==> config.mk <==
export PLATFORM = sky130hd
export DESIGN_NAME = dual_comparator_control
export DESIGN_NICKNAME = d
export VERILOG_FILES = /design/src/include/dual_cmp_pkg.sv /design/src/dual_comparator_control.sv /design/src/comparator_input_sync.sv
export VERILOG_INCLUDE_DIRS = /design/src /design/src/include
export SDC_FILE = /design/constraint.sdc
export NUM_CORES = 1
export LEC_CHECK = 0
export BUFFER_PORTS_ARGS = -buffer_cell sky130_fd_sc_hd__buf_4
export CORE_MARGIN = 2
export CORE_UTILIZATION = 45
export CTS_CLUSTER_SIZE = 20
export DETAILED_ROUTE_END_ITERATION = 6
export GPL_TIMING_DRIVEN = 0
export PLACE_DENSITY = 0.74
export SETUP_SLACK_MARGIN = 0.3
export SLEW_MARGIN = 20
export SYNTH_ARGS = -nofsm -noshare
export SYNTH_HDL_FRONTEND = slang
export SYNTH_SLANG_ARGS = --single-unit
==> constraint.sdc <==
create_clock -name i_clk -period 2.4 [get_ports i_clk]
set_input_delay 0.24 -clock i_clk [delete_from_list [all_inputs] [get_ports i_clk]]
set_output_delay 0.24 -clock i_clk [all_outputs]
set_load 0.05 [all_outputs]
==> src/include/dual_cmp_cfg.svh <==
// field positions, reset values and timing counts of the comparator control block
`ifndef DUAL_CMP_CFG_SVH
`define DUAL_CMP_CFG_SVH

// control register fields, identical for both comparators
`define CMP_FLAG_BIT    0
`define CMP_RESULT_BIT  1
`define CMP_OE_BIT      2
`define CMP_NEG_BIT     3
`define CMP_POS_BIT     4
`define CMP_EN_BIT      5
`define CMP_CTRL_WIDTH  8
`define CMP_CTRL_RESET  8'h00

// clock and settling time
`define CMP_CLK_PERIOD_NS  25
`define CMP_SETTLE_NS      10000
`define CMP_SETTLE_CYCLES  ((`CMP_SETTLE_NS + `CMP_CLK_PERIOD_NS - 1) / `CMP_CLK_PERIOD_NS)
`define CMP_SETTLE_WIDTH   9

`endif

==> src/include/dual_cmp_pkg.sv <==
// types shared by the comparator control block
package dual_cmp_pkg;

   typedef logic [7:0] cmp_ctrl_t;

   typedef logic [8:0] settle_count_t;

   typedef enum logic {
      POS_PIN_A = 1'b0,
      POS_PIN_B = 1'b1
   } pos_src_t;

   typedef enum logic {
      NEG_EXT_PIN      = 1'b0,
      NEG_INTERNAL_REF = 1'b1
   } neg_src_t;

   // positive choice, negative choice, pin enable: one of eight configurations
   typedef logic [2:0] cmp_config_t;

endpackage : dual_cmp_pkg

==> src/dual_comparator_control.sv <==
// control, result, change flag and interrupt logic around two analog comparators
//
// Contract
// - result is one when selected positive input exceeds negative; readable, optionally pinned
// - positive input picks one of two pins; negative picks pin or internal reference
// - two comparators, each with its own identically laid out control register
// - positive choice, negative choice and pin enable select one of eight configurations
// - change flag sets whenever the comparator output changes in either direction
// - interrupt only while flag, per-comparator enable and global enable are all set
// - enabled comparators keep working and flagging during idle and power down
// - an enabled output change in idle or power down wakes the processor
// - change flag is bit zero, cleared by writing zero to it; the same write also loads bits 5 to 2 but not the result bit
// - writing 24h enables comparator one on pin a, external reference, pin driven
// - internal reference can serve as negative input for single-pin use; reset selects the external pin
`timescale 1ns/1ps
`include "dual_cmp_cfg.svh"
module dual_comparator_control
   import dual_cmp_pkg::*;
(
   input  wire logic       i_clk,
   input  wire logic       i_arst_n,
   input  wire logic       i_comparator_one_control_wr,
   input  wire logic       i_comparator_two_control_wr,
   input  wire logic [7:0] i_control_wdata,
   input  wire logic [1:0] i_analog_result,
   input  wire logic [1:0] i_comparator_irq_enable,
   input  wire logic       i_global_irq_enable,
   input  wire logic       i_idle,
   input  wire logic       i_power_down,
   output logic [7:0]      o_comparator_one_control,
   output logic [7:0]      o_comparator_two_control,
   output logic [1:0]      o_analog_enable,
   output logic [1:0]      o_positive_input_select,
   output logic [1:0]      o_negative_input_select,
   output logic            o_internal_ref_enable,
   output logic [1:0]      o_result_pin,
   output logic [1:0]      o_result_pin_oe,
   output logic [1:0]      o_irq,
   output logic            o_wake,
   output logic [1:0]      o_settled
);

   // ***************************
   // per-comparator state
   // ***************************
   logic [1:0]    ctrl_wr;
   logic [1:0]    enable;
   logic [1:0]    positive_input_select;
   logic [1:0]    negative_input_select;
   logic [1:0]    result_pin_enable;
   logic [1:0]    result;
   logic [1:0]    output_change_flag;
   logic [1:0]    accepted;
   logic [1:0]    next_result;
   logic [1:0]    change;
   settle_count_t settle_count [1:0];

   assign ctrl_wr = {i_comparator_two_control_wr, i_comparator_one_control_wr};

   genvar ch;
   generate
      for (ch = 0; ch < 2; ch++) begin : g_cmp

         comparator_input_sync u_sync (
            .i_clk    (i_clk),
            .i_arst_n (i_arst_n),
            .i_raw    (i_analog_result[ch]),
            .o_level  (accepted[ch])
         );

         // ***************************
         // configuration bits
         // ***************************
         // enable, input choices and pin enable; a write of 24h lands here as well
         always_ff @(posedge i_clk or negedge i_arst_n) begin
            if (!i_arst_n) begin
               enable[ch]                <= 1'b0;
               positive_input_select[ch] <= POS_PIN_A;
               negative_input_select[ch] <= NEG_EXT_PIN;
               result_pin_enable[ch]     <= 1'b0;
            end else if (ctrl_wr[ch]) begin
               enable[ch]                <= i_control_wdata[`CMP_EN_BIT];
               positive_input_select[ch] <= i_control_wdata[`CMP_POS_BIT];
               negative_input_select[ch] <= i_control_wdata[`CMP_NEG_BIT];
               result_pin_enable[ch]     <= i_control_wdata[`CMP_OE_BIT];
            end
         end

         // ***************************
         // result and change detection
         // ***************************
         // a disabled comparator reads zero; the analog core compares pos against neg
         assign next_result[ch] = enable[ch] & accepted[ch];
         assign change[ch]      = next_result[ch] ^ result[ch];

         always_ff @(posedge i_clk or negedge i_arst_n) begin
            if (!i_arst_n) begin
               result[ch] <= 1'b0;
            end else begin
               result[ch] <= next_result[ch];
            end
         end

         // ***************************
         // change flag
         // ***************************
         // a change in the same cycle as a clearing write keeps the flag set
         always_ff @(posedge i_clk or negedge i_arst_n) begin
            if (!i_arst_n) begin
               output_change_flag[ch] <= 1'b0;
            end else if (change[ch]) begin
               output_change_flag[ch] <= 1'b1;
            end else if (ctrl_wr[ch] && !i_control_wdata[`CMP_FLAG_BIT]) begin
               output_change_flag[ch] <= 1'b0;
            end
         end

         // ***************************
         // result pin
         // ***************************
         always_ff @(posedge i_clk or negedge i_arst_n) begin
            if (!i_arst_n) begin
               o_result_pin[ch]    <= 1'b0;
               o_result_pin_oe[ch] <= 1'b0;
            end else begin
               o_result_pin[ch]    <= next_result[ch];
               o_result_pin_oe[ch] <= enable[ch] & result_pin_enable[ch];
            end
         end

         // ***************************
         // analog front end controls
         // ***************************
         always_ff @(posedge i_clk or negedge i_arst_n) begin
            if (!i_arst_n) begin
               o_analog_enable[ch]         <= 1'b0;
               o_positive_input_select[ch] <= 1'b0;
               o_negative_input_select[ch] <= 1'b0;
            end else begin
               o_analog_enable[ch]         <= enable[ch];
               o_positive_input_select[ch] <= positive_input_select[ch];
               o_negative_input_select[ch] <= negative_input_select[ch];
            end
         end

         // ***************************
         // settling status
         // ***************************
         // counts the start-up interval after enable so software can poll readiness
         always_ff @(posedge i_clk or negedge i_arst_n) begin
            if (!i_arst_n) begin
               settle_count[ch] <= '0;
               o_settled[ch]    <= 1'b0;
            end else if (!enable[ch]) begin
               settle_count[ch] <= '0;
               o_settled[ch]    <= 1'b0;
            end else if (settle_count[ch] != settle_count_t'(`CMP_SETTLE_CYCLES)) begin
               settle_count[ch] <= settle_count[ch] + settle_count_t'(1);
               o_settled[ch]    <= 1'b0;
            end else begin
               o_settled[ch]    <= 1'b1;
            end
         end

         // ***************************
         // interrupt request
         // ***************************
         always_ff @(posedge i_clk or negedge i_arst_n) begin
            if (!i_arst_n) begin
               o_irq[ch] <= 1'b0;
            end else begin
               o_irq[ch] <= output_change_flag[ch] & i_comparator_irq_enable[ch]
                            & i_global_irq_enable;
            end
         end

      end
   endgenerate

   // ***************************
   // shared reference and wake-up
   // ***************************
   // the internal reference runs whenever an enabled comparator uses it
   always_ff @(posedge i_clk or negedge i_arst_n) begin
      if (!i_arst_n) begin
         o_internal_ref_enable <= 1'b0;
      end else begin
         o_internal_ref_enable <= |(enable & negative_input_select);
      end
   end

   // wake only from a reduced power mode, on any enabled pending change
   always_ff @(posedge i_clk or negedge i_arst_n) begin
      if (!i_arst_n) begin
         o_wake <= 1'b0;
      end else begin
         o_wake <= (i_idle | i_power_down) & i_global_irq_enable
                   & (|(output_change_flag & i_comparator_irq_enable));
      end
   end

   // ***************************
   // control register images
   // ***************************
   // both registers share one layout; bits 7 and 6 read as zero
   always_ff @(posedge i_clk or negedge i_arst_n) begin
      if (!i_arst_n) begin
         o_comparator_one_control <= `CMP_CTRL_RESET;
         o_comparator_two_control <= `CMP_CTRL_RESET;
      end else begin
         o_comparator_one_control <= {2'h0, enable[0], positive_input_select[0],
                                      negative_input_select[0], result_pin_enable[0],
                                      result[0], output_change_flag[0]};
         o_comparator_two_control <= {2'h0, enable[1], positive_input_select[1],
                                      negative_input_select[1], result_pin_enable[1],
                                      result[1], output_change_flag[1]};
      end
   end

endmodule : dual_comparator_control

==> src/comparator_input_sync.sv <==
// synchroniser for one raw comparator output into the cpu clock domain
`timescale 1ns/1ps
module comparator_input_sync (
   input  wire logic i_clk,
   input  wire logic i_arst_n,
   input  wire logic i_raw,
   output logic      o_level
);

   logic stage_one;
   logic stage_two;
   logic stage_three;

   // ***************************
   // synchroniser chain
   // ***************************
   always_ff @(posedge i_clk or negedge i_arst_n) begin
      if (!i_arst_n) begin
         stage_one   <= 1'b0;
         stage_two   <= 1'b0;
         stage_three <= 1'b0;
      end else begin
         stage_one   <= i_raw;
         stage_two   <= stage_one;
         stage_three <= stage_two;
      end
   end

   // ***************************
   // accepted level
   // ***************************
   // a change counts only once the second and third stages agree
   always_ff @(posedge i_clk or negedge i_arst_n) begin
      if (!i_arst_n) begin
         o_level <= 1'b0;
      end else if (stage_two == stage_three) begin
         o_level <= stage_three;
      end
   end

endmodule : comparator_input_sync

==> run_results.csv, run 1 <==
group,metric,value,unit
floorplanning,fp.dieH,75.1,um
pwr,vdd.ir_drop.worst,0.324,mV
drt,firstDrtPassIters,4,
sta,rsz0062_at_grt,"no",
yosys,synthesis.instances,177,
cells_and_area,layout-drive-gt1-share,0.331,
drt,dr.first_iter.drc_count,50,
drt,route.detailed.drc,0,
cells_and_area,design_area,2900,sq um
sta,period_needed,1.70,ns
global_route,grt_first_pass_wirelength,5.95,mm
global_route,grt_overflow,0,
sta,finalHoldViolations,0,
cells_and_area,synthToLayoutAreaGrowth,27.2,%
global_route,grt_start_max_net_pins,59,
placed_design,portBuffers,43,
drt,vias,1492,
worst_setup_path,crit_required,2.65,ns
yosys,avgSynthCellArea,12.9,sq um
sta,relSlewSlack,0.544,
cells_and_area,diodes,0,
flow_run,max_cap_viol_count,0,
floorplanning,dieArea,5650,sq um
clock_network,tritoncts,"built",
yosys,ys_seq_area_frac,0.637,
clock_network,numClockSinks,58,
sta,setup_viol,0,
sta,slew_violations,0,
floorplanning,io_pins,51,
clock_network,htreeDepth,3,
worst_setup_path,r2r_setup_slack,0.70,ns
worst_setup_path,setup.worst_path.end,"settle_count[0]$_DFFE_PN0P_",
sta,fmax,590,MHz
clock_network,ctsHoldBuffers,3,
worst_setup_path,rr_startpoint,"settle_count[0]$_DFFE_PN0P_",
clock_network,cts_buffers,9,
worst_setup_path,worstSetupPathType,"flip-flop to flip-flop",
drt,via_per_inst,4.83,
worst_setup_path,crit_path_top_delay_cell,"or4b_4",
floorplanning,core_region_area,4790,sq um
worst_setup_path,crit_path_start,"settle_count[0]$_DFFE_PN0P_",
global_route,antenna_found_initial,0,
yosys,synthesis.area,2280,sq um
clock_network,post_cts_buffers,0,
floorplanning,die_x,75.1,um
floorplanning,fp-row-count,25,
worst_setup_path,worstPathArrival,1.94,ns
sta,skew,0.00758,ns
sta,fin_crit_sh,0.707,
worst_setup_path,reg2reg_depth,5,
drt,drt_wl_total,3.80,mm
worst_setup_path,critPathMaxFanout,5,
yosys,synth_ff_type,"dfrtp_1",
global_route,grt_usage,0.147,
global_route,grt_pass1_vias,1331,
yosys,netlist-cell-type-count,31,
pwr,powerDensity,805,nW/um^2
sta,fin_ws,0.704,ns
sta,worst_pin_slew,0.684,ns
clock_network,path_clk_slew,0.06,ns
worst_setup_path,crit_buf_inv,1,
yosys,yosys_register_bits,58,
clock_network,cts_root_buf,"clkbuf_8",
yosys,ys_async_sr_fraction,1.00,
drt,wl_per_cell,12.3,um
pwr,p_leak,1.32,nW
worst_setup_path,start_kind,"flip-flop",
cells_and_area,num-nets-final,260,
worst_setup_path,endpoint_kind,"flip-flop",
yosys,synth_edf_count,0,
worst_setup_path,cpLargestDelayFamily,"simple AND/OR/NAND/NOR gates",
worst_setup_path,cp.depth,5,
placed_design,place_congestion,0.760,
clock_network,cts.path.max_buffers,2,
placed_design,dp_slack,0.703,ns
worst_setup_path,worstReg2RegEnd,"settle_count[0]$_DFFE_PN0P_",
placed_design,hpwl,2.63,mm
hold_path,hold_class,"input pin to flip-flop",
worst_setup_path,path_cells,"inv_1, ha_1, or4b_4, nor4_4, mux2i_1",
clock_network,cts.repair.resized,0,
clock_network,clk_latency,0.33,ns
worst_setup_path,cp_slowest_stage_delay,0.46,ns
sta,setup_tns,0,ns
yosys,yosys_warnings,0,
outcome,status,"completed",
floorplanning,initial_utilization,0.476,
drt,ant_nets,0,
placed_design,placed_area,2700,sq um
[state kept, by name, summed over array words and instances, names as in the netlist]
| register | cells |
|---|---|
| g_cmp.u_sync.stage_one | 2 |
| g_cmp.u_sync.stage_three | 2 |
| o_result_pin | 2 |
| enable | 2 |
| o_settled | 2 |
| settle_count | 18 |
| o_wake | 1 |
| negative_input_select | 2 |
| positive_input_select | 2 |
| o_comparator_two_control | 6 |
| o_result_pin_oe | 2 |
| o_irq | 2 |
| output_change_flag | 2 |
| g_cmp.u_sync.o_level | 2 |
| g_cmp.u_sync.stage_two | 2 |
| result_pin_enable | 2 |
| o_internal_ref_enable | 1 |
| o_comparator_one_control | 6 |
[metal layers]
metal  part of all wire  global-route usage  vias up
li1                   -                   -      721
met1               0.43               0.174      717
met5                  0                   0        -
met2               0.46               0.223       47
met3              0.086              0.0549        7
met4              0.020              0.0994        0
[power breakdown]
| part | internal [mW] | leakage [nW] | switching [mW] | total [mW] |
|---|---|---|---|---|
| clock | 0.396 | 0.0851 | 0.372 | 0.769 |
| sequential | 1.06 | 0.726 | 0.0588 | 1.12 |
| combinational | 0.158 | 0.512 | 0.286 | 0.444 |
[synthesized netlist by cell type (2+ instances only)]
cell type,instances,area share
a21boi_0,8,0.026
inv_1,8,0.013
maj3_1,2,0.0088
nand3b_1,2,0.0066
o22ai_1,2,0.0055
mux2_2,8,0.040
clkbuf_1,2,0.0033
buf_4,10,0.033
xnor2_1,6,0.023
dfrtp_1,58,0.64
o21ai_0,11,0.024
nand4_1,4,0.011
or3_1,7,0.019
and3_1,2,0.0055
ha_1,4,0.022
mux2i_1,3,0.013
and2_1,9,0.025
nand2_1,13,0.021
nand3_1,6,0.013
[stage by stage]
step / utilization / hold WS (ns) / std cells / power (mW)
floorplan: - / -0.0556 / 180 / 1.43
global placement: 0.563 / 0.333 / 290 / 1.58
detailed placement: 0.563 / 0.333 / 290 / 1.59
CTS: 0.605 / 0.124 / 309 / 2.36
global route: 0.605 / 0.129 / 309 / 2.43
finish: 0.605 / 0.132 / 309 / 2.33
[logic make-up (layout without fill, tap and decap cells)]
logic type      count (synthesis)  in the layout  synth area share
xor+xnor                        6              6            0.0231
other cells                     1              4           0.00165
fa+ha+maj                       6              6            0.0308
flops                          58             58             0.637
mux                            11             11            0.0527
compound gates                 23             23            0.0637
buf+inv                        20             82            0.0495
simple gates                   52             52             0.141
[worst reg2reg max path: stages (launching register included)]
cell	delay (ns)
dfrtp_1	0.42
inv_1	0.09
ha_1	0.14
or4b_4	0.46
nor4_4	0.28
mux2i_1	0.23
[area by class of cell]
| type | count | area (sq um) |
|---|---|---|
| fillers | 394 | 1890 |
| clock buffers | 11 | 141 |
| inverters | 8 | 30.0 |
| multi-input cells | 102 | 724 |
| well taps | 67 | 83.8 |
| clock inverters | 5 | 30.0 |
| repair buffers | 46 | 353 |
| flip-flops and latches | 58 | 1450 |
| plain buffers | 12 | 82.6 |
[placed cells by master, fill, tap and decap left out, types with 6 or more instances in the layout]
cell type and n:
dfrtp_1 58, buf_4 53, nand2_1 13, o21ai_0 11, clkbuf_8 10, and2_1 9, inv_1 8, mux2_2 8
a21boi_0 8, or3_1 7, xnor2_1 6, nand3_1 6
[worst min path at each step]
stage,from,depth (start not counted),end
6_report,i_idle,2,o_wake$_DFF_PN0_
5_1_grt,i_idle,2,o_wake$_DFF_PN0_
4_1_cts,i_idle,2,o_wake$_DFF_PN0_
3_5_place_dp,i_arst_n,1,g_cmp[0].u_sync.stage_one$_DFF_PN0_
3_3_place_gp,i_arst_n,1,g_cmp[0].u_sync.stage_one$_DFF_PN0_
2_1_floorplan,i_arst_n,0,enable[0]$_DFFE_PN0P_
Note: power is estimated with default switching activity, not from simulation.
==> run 2: changes to the inputs <==
==> constraint.sdc (replaced) <==
create_clock -name i_clk -period 1.66 [get_ports i_clk]
set_input_delay 0.166 -clock i_clk [delete_from_list [all_inputs] [get_ports i_clk]]
set_output_delay 0.166 -clock i_clk [all_outputs]
set_load 0.05 [all_outputs]
==> run 2 against run 1 <==
- combinational power rose by 67%
- hold slack got worse by 0.073 ns
- cell count is 3.2% higher
- core utilization increased by 6.1 points
- critical path depth unchanged
- wire length rose by 24%
- first-iteration DRC count rose by 120%
- sequential share of layout area shrank 4.5 points
- worst setup slack worse by 0.67 ns
- final area is 10% higher
- critical path type unchanged
- largest power group is now the clock network
==> run_results.csv, run 2 (same netlist as run 1, synthesis figures left out) <==
group,metric,value,unit
outcome,status,"completed",
cells_and_area,layout-drive-gt1-share,0.429,
worst_setup_path,cp_slowest_stage_delay,0.46,ns
sta,fmax,613,MHz
flow_run,max_cap_viol_count,0,
cells_and_area,synthToLayoutAreaGrowth,40.1,%
drt,vias,1560,
cells_and_area,largest-register,"settle_count",
global_route,gr-usage-met3,0.0442,
global_route,busiest_layer,"met2",
cells_and_area,layout.cells.non_filler,319,
placed_design,portBuffers,43,
global_route,gr-usage-met1,0.207,
hold_path,worstHoldStart,"i_idle",
clock_network,cts_buffers,9,
worst_setup_path,start_kind,"flip-flop",
floorplanning,fp.dieH,75.1,um
worst_setup_path,r2r_setup_slack,0.03,ns
floorplanning,dieArea,5650,sq um
global_route,grt_overflow,0,
hold_path,holdPathStages,2,
worst_setup_path,endpoint_kind,"flip-flop",
worst_setup_path,critPathMaxFanout,4,
clock_network,numClockSinks,58,
global_route,grt_first_pass_wirelength,7.02,mm
sta,skew,0.00570,ns
sta,fin_hold_ws,0.0590,ns
worst_setup_path,rr_startpoint,"settle_count[1]$_DFFE_PN0P_",
global_route,antenna_found_initial,0,
cells_and_area,post-route-util,0.666,
worst_setup_path,crit_path_top_delay_cell,"or4b_4",
drt,drt_wl_total,4.71,mm
sta,period_needed,1.63,ns
clock_network,cts_root_buf,"clkbuf_8",
global_route,grt_pass1_vias,1492,
cells_and_area,largest_reg_flops,18,
pwr,powerDensity,1290,nW/um^2
floorplanning,fp-row-count,25,
worst_setup_path,worstReg2RegEnd,"settle_count[0]$_DFFE_PN0P_",
sta,setup_viol,0,
hold_path,hold_class,"input pin to flip-flop",
pwr,p_leak,1.43,nW
drt,dr.first_iter.drc_count,109,
worst_setup_path,worstPathArrival,1.88,ns
drt,firstDrtPassIters,4,
cells_and_area,final_cell_mix,"buf_4 (60), dfrtp_1 (56), nand2_1 (13)",
hold_path,whs_endpoint,"o_wake$_DFF_PN0_",
sta,setup_tns,0,ns
drt,via_per_inst,4.89,
sta,fin_crit_sh,0.982,
cells_and_area,diodes,0,
pwr,vdd.ir_drop.worst,0.570,mV
global_route,grt_usage,0.173,
worst_setup_path,reg2reg_depth,5,
placed_design,place_congestion,0.768,
sta,relSlewSlack,0.541,
cells_and_area,num-nets-final,270,
floorplanning,core_region_area,4790,sq um
global_route,grt_use_met2,0.290,
floorplanning,die_x,75.1,um
sta,finalHoldViolations,0,
clock_network,tritoncts,"built",
clock_network,path_clk_slew,0.06,ns
drt,route.detailed.drc,0,
floorplanning,io_pins,51,
clock_network,cts.path.max_buffers,2,
cells_and_area,top_regs,"settle_count: 18 flops, o_comparator_one_control: 6 flops, o_comparator_two_control: 6 flops",
sta,slew_violations,0,
worst_setup_path,crit_required,1.91,ns
cells_and_area,final_common_cell,"buf_4",
worst_setup_path,path_cells,"inv_2, ha_4, or4b_4, nor4_4, mux2i_1",
drt,wl_per_cell,14.8,um
floorplanning,initial_utilization,0.476,
global_route,grt_start_max_net_pins,59,
sta,rsz0062_at_grt,"yes",
sta,worst_pin_slew,0.688,ns
worst_setup_path,worstSetupPathType,"flip-flop to flip-flop",
drt,ant_nets,0,
placed_design,dp_cells,290,
clock_network,clk_latency,0.34,ns
placed_design,hpwl,2.76,mm
clock_network,htreeDepth,3,
## run 2: changes by cell type in the layout (fill, tap and decap cells not counted), sizes merged
| cell | previous run | this run |
|---|---|---|
| buf | 53 | 63 |
| bufinv | 0 | 4 |
| clkinv | 3 | 1 |
| clkinvlp | 2 | 0 |
## run 2: layout make-up
type | count | area, sq um
fill | 341 | 1600
sequential | 58 | 1450
multi-input combinational | 102 | 833
timing repair buffer | 56 | 439
clock buffer | 11 | 141
clock inverter | 5 | 125
tap | 67 | 83.8
buffer | 12 | 82.6
inverter | 8 | 30.0
## run 2: worst max-delay path: cells and delay by family, from the launching register on
| family | cells | cell delay, ns |
|---|---|---|
| mux | 1 | 0.24 |
| fa+ha+maj | 1 | 0.11 |
| flops | 1 | 0.40 |
| buf+inv | 1 | 0.08 |
| simple gates | 2 | 0.73 |
## run 2: worst max path at each step
stage / slack [ns] / start / end
2_1_floorplan: 0.1 / settle_count[0]$_DFFE_PN0P_ / settle_count[0]$_DFFE_PN0P_
3_5_place_dp: -0.05 / settle_count[0]$_DFFE_PN0P_ / settle_count[0]$_DFFE_PN0P_
6_report: 0.03 / settle_count[1]$_DFFE_PN0P_ / settle_count[0]$_DFFE_PN0P_
4_1_cts: -0.0003 / settle_count[0]$_DFFE_PN0P_ / settle_count[0]$_DFFE_PN0P_
5_1_grt: -0.06 / settle_count[0]$_DFFE_PN0P_ / settle_count[0]$_DFFE_PN0P_
3_3_place_gp: -0.004 / settle_count[0]$_DFFE_PN0P_ / settle_count[0]$_DFFE_PN0P_
## run 2: repair_timing
action                                 in CTS  in global routing
endpoints found under the hold margin      60                  0
gates resized for setup                    12                 21
setup endpoints to repair                  12                 16
gates cloned                                0                  0
pin swaps                                   5                  6
setup buffers                               8                  2
hold buffers                                3                  0
## run 2: metrics by stage
step | power, mW | setup slack [ns] | cell area, sq um
floorplan | 2.07 | 0.0999 | 2290
global placement | 2.28 | -0.00426 | 2700
detailed placement | 2.29 | -0.0505 | 2700
CTS | 4.07 | -0.000323 | 3090
global route | 4.25 | -0.0619 | 3190
finish | 4.10 | 0.0296 | 3190
## run 2: power by group
| part | internal (mW) | switching [mW] |
|---|---|---|
| logic | 0.285 | 0.457 |
| registers | 1.54 | 0.0889 |
| clock network | 1.19 | 0.544 |
| total | 3.01 | 1.09 |
## run 2: layer usage
layer  up-vias  part of all wire  wire length (um)
met3         8             0.057               269
met1       763              0.44              2080
met2        53              0.48              2270
met5         -                 0                 0
met4         0             0.018                84
li1        736                 -                 -
==> run 3: changes to the inputs <==
--- a/config.mk
+++ b/config.mk
@@ -9,6 +9,7 @@
 export BUFFER_PORTS_ARGS = -buffer_cell sky130_fd_sc_hd__buf_4
 export CORE_MARGIN = 2
 export CORE_UTILIZATION = 45
+export CTS_BUF_LIST = sky130_fd_sc_hd__clkbuf_16
 export CTS_CLUSTER_SIZE = 20
 export DETAILED_ROUTE_END_ITERATION = 6
 export GPL_TIMING_DRIVEN = 0
==> run 3 against run 2 <==
- register-to-register slack lost 0.05 ns
- highest routed layer unchanged
- count of clock-buffer cells in the layout down 2
- clock skew down 0.00061 ns
- the run now ends with negative setup slack left
- sequential share of layout area decreased by 2.0 points
- critical endpoint is now settle_count[1]$_DFFE_PN0P_
- via count up 3.6%
==> run_results.csv, run 3 (same netlist as run 1, synthesis figures left out) <==
group,metric,value,unit
sta,fin_crit_sh,1.01,
placed_design,place_congestion,0.768,
worst_setup_path,critPathMaxFanout,4,
worst_setup_path,cp_slowest_stage_delay,0.46,ns
sta,fin_ws,-0.0247,ns
clock_network,tritoncts,"built",
sta,relSlewSlack,0.538,
sta,skew,0.00509,ns
clock_network,cts_buffers,9,
sta,finalHoldViolations,0,
cells_and_area,synthToLayoutAreaGrowth,46.4,%
outcome,status,"finished with violations",
global_route,grt_pass1_vias,1553,
cells_and_area,layout-drive-gt1-share,0.438,
pwr,powerDensity,1380,nW/um^2
placed_design,dp_cells,290,
floorplanning,die_x,75.1,um
floorplanning,core_region_area,4790,sq um
pwr,vdd.ir_drop.worst,0.610,mV
cells_and_area,top_regs,"settle_count: 18 flops, o_comparator_one_control: 6 flops, o_comparator_two_control: 6 flops",
global_route,grt_overflow,0,
global_route,grt_usage,0.191,
hold_path,hold_class,"input pin to flip-flop",
cells_and_area,num-fill-cells,331,
cells_and_area,layout.cells.non_filler,323,
drt,dr.first_iter.drc_count,128,
cells_and_area,multiInputGateArea,845,sq um
clock_network,cts.path.max_buffers,2,
flow_run,max_cap_viol_count,0,
cells_and_area,final_cell_mix,"buf_4 (61), dfrtp_1 (56), nand2_1 (13)",
clock_network,numClockSinks,58,
sta,setup_viol,2,
global_route,grt_start_max_net_pins,59,
cells_and_area,diodes,0,
worst_setup_path,endpoint_kind,"flip-flop",
sta,rsz0062_at_grt,"yes",
cells_and_area,final_common_cell,"buf_4",
clock_network,htreeDepth,3,
pwr,fin_total_pwr,4.61,mW
floorplanning,fp-row-count,25,
clock_network,cts_root_buf,"clkbuf_16",
worst_setup_path,worstSetupPathType,"flip-flop to flip-flop",
sta,period_needed,1.68,ns
clock_network,path_clk_slew,0.05,ns
drt,via_per_inst,5.00,
worst_setup_path,worstPathArrival,1.92,ns
sta,fmax,594,MHz
sta,slew_violations,0,
placed_design,dp_slack,-0.0505,ns
floorplanning,fp.dieH,75.1,um
global_route,grt_first_pass_wirelength,7.52,mm
floorplanning,initial_utilization,0.476,
drt,vias,1616,
floorplanning,io_pins,51,
worst_setup_path,crit_path_top_delay_cell,"or4b_4",
drt,firstDrtPassIters,4,
clock_network,clk_latency,0.32,ns
worst_setup_path,start_kind,"flip-flop",
drt,route.detailed.drc,0,
pwr,p_leak,1.50,nW
drt,drt_wl_total,5.09,mm
global_route,antenna_found_initial,0,
worst_setup_path,path_cells,"inv_2, ha_4, or4b_4, nor4_4, mux2i_1",
cells_and_area,largest_reg_flops,18,
cells_and_area,largest-register,"settle_count",
cells_and_area,seq_area,1450,sq um
worst_setup_path,crit_required,1.89,ns
drt,wl_per_cell,15.7,um
floorplanning,dieArea,5650,sq um
cells_and_area,num-nets-final,274,
sta,worst_pin_slew,0.693,ns
outcome,violations,"negative setup slack",
placed_design,portBuffers,43,
drt,ant_nets,0,
placed_design,hpwl,2.76,mm
==> run 3: cell types whose count changed in the layout (fill, tap and decap cells not counted), moves of 2 or more <==
cell / change
o21ai_1: +2
clkbuf_16: +9
buf_6: +3
clkbuf_8: -10
==> run 3: routing by layer <==
layer  track usage  up-vias  wire, um
met4         0.140        0       114
met2         0.318       71      2590
li1              -      745         -
met5             0        -         0
met1         0.208      786      2030
met3        0.0535       14       350
==> run 3: layout make-up <==
class / instances / share of cell area
buffer: 12 / 0.0248
clock buffer: 9 / 0.0676
clock inverter: 7 / 0.0398
inverter: 8 / 0.00901
multi-input combinational: 102 / 0.253
sequential: 58 / 0.436
tap: 67 / 0.0252
timing repair buffer: 60 / 0.144
==> run 3: report_power, final <==
group,total [mW],switching [mW],internal (mW)
Clock,2.20,0.597,1.60
Combinational,0.774,0.468,0.306
Sequential,1.63,0.0931,1.54
Total,4.61,1.16,3.45
==> run 3: path summary, 6_finish.rpt <==
| kind | from | endpoint | slack, ns | cells after the start |
|---|---|---|---|---|
| worst max-delay path | settle_count[1]$_DFFE_PN0P_ | settle_count[1]$_DFFE_PN0P_ | -0.02 | 5 |
| worst min-delay path | i_idle | o_wake$_DFF_PN0_ | 0.07 | 2 |
| min in group asynchronous | i_arst_n | positive_input_select[0]$_DFFE_PN0P_ | 0.44 | 2 |
| worst min register to register | g_cmp[0].u_sync.stage_one$_DFF_PN0_ | g_cmp[0].u_sync.stage_two$_DFF_PN0_ | 0.35 | 0 |
| max in group asynchronous | i_arst_n | settle_count[9]$_DFFE_PN0P_ | 0.72 | 2 |
| worst max register to register | settle_count[1]$_DFFE_PN0P_ | settle_count[1]$_DFFE_PN0P_ | -0.02 | 5 |
==> run 3: metrics by stage <==
step                      utilization  setup TNS, ns  cell area (sq um)  hold WS [ns]
after CTS                       0.671      -0.000445               3210        0.0676
after global placement          0.564       -0.00426               2700         0.258
after floorplan                     -              0               2290        -0.130
after detailed placement        0.564        -0.0853               2700         0.259
final                           0.696        -0.0289               3330        0.0743
after global routing            0.696         -0.255               3330        0.0725
==> run 3: timing repair <==
| item | in CTS | in global routing |
|---|---|---|
| resized for setup | 18 | 21 |
| gates cloned | 0 | 0 |
| hold buffers | 3 | 0 |
| pin swaps | 9 | 3 |
| endpoints found under the setup margin | 12 | 16 |
| endpoints found under the hold margin | 60 | 0 |
| setup buffers | 9 | 5 |
==> run 3: critical path, delay by kind of cell, from the launching register on <==
kind	cells	cell delay, ns
DFF	1	0.41
buffers and inverters	1	0.08
and+or+nand+nor	2	0.75
adders and majority gates	1	0.11
muxes	1	0.25
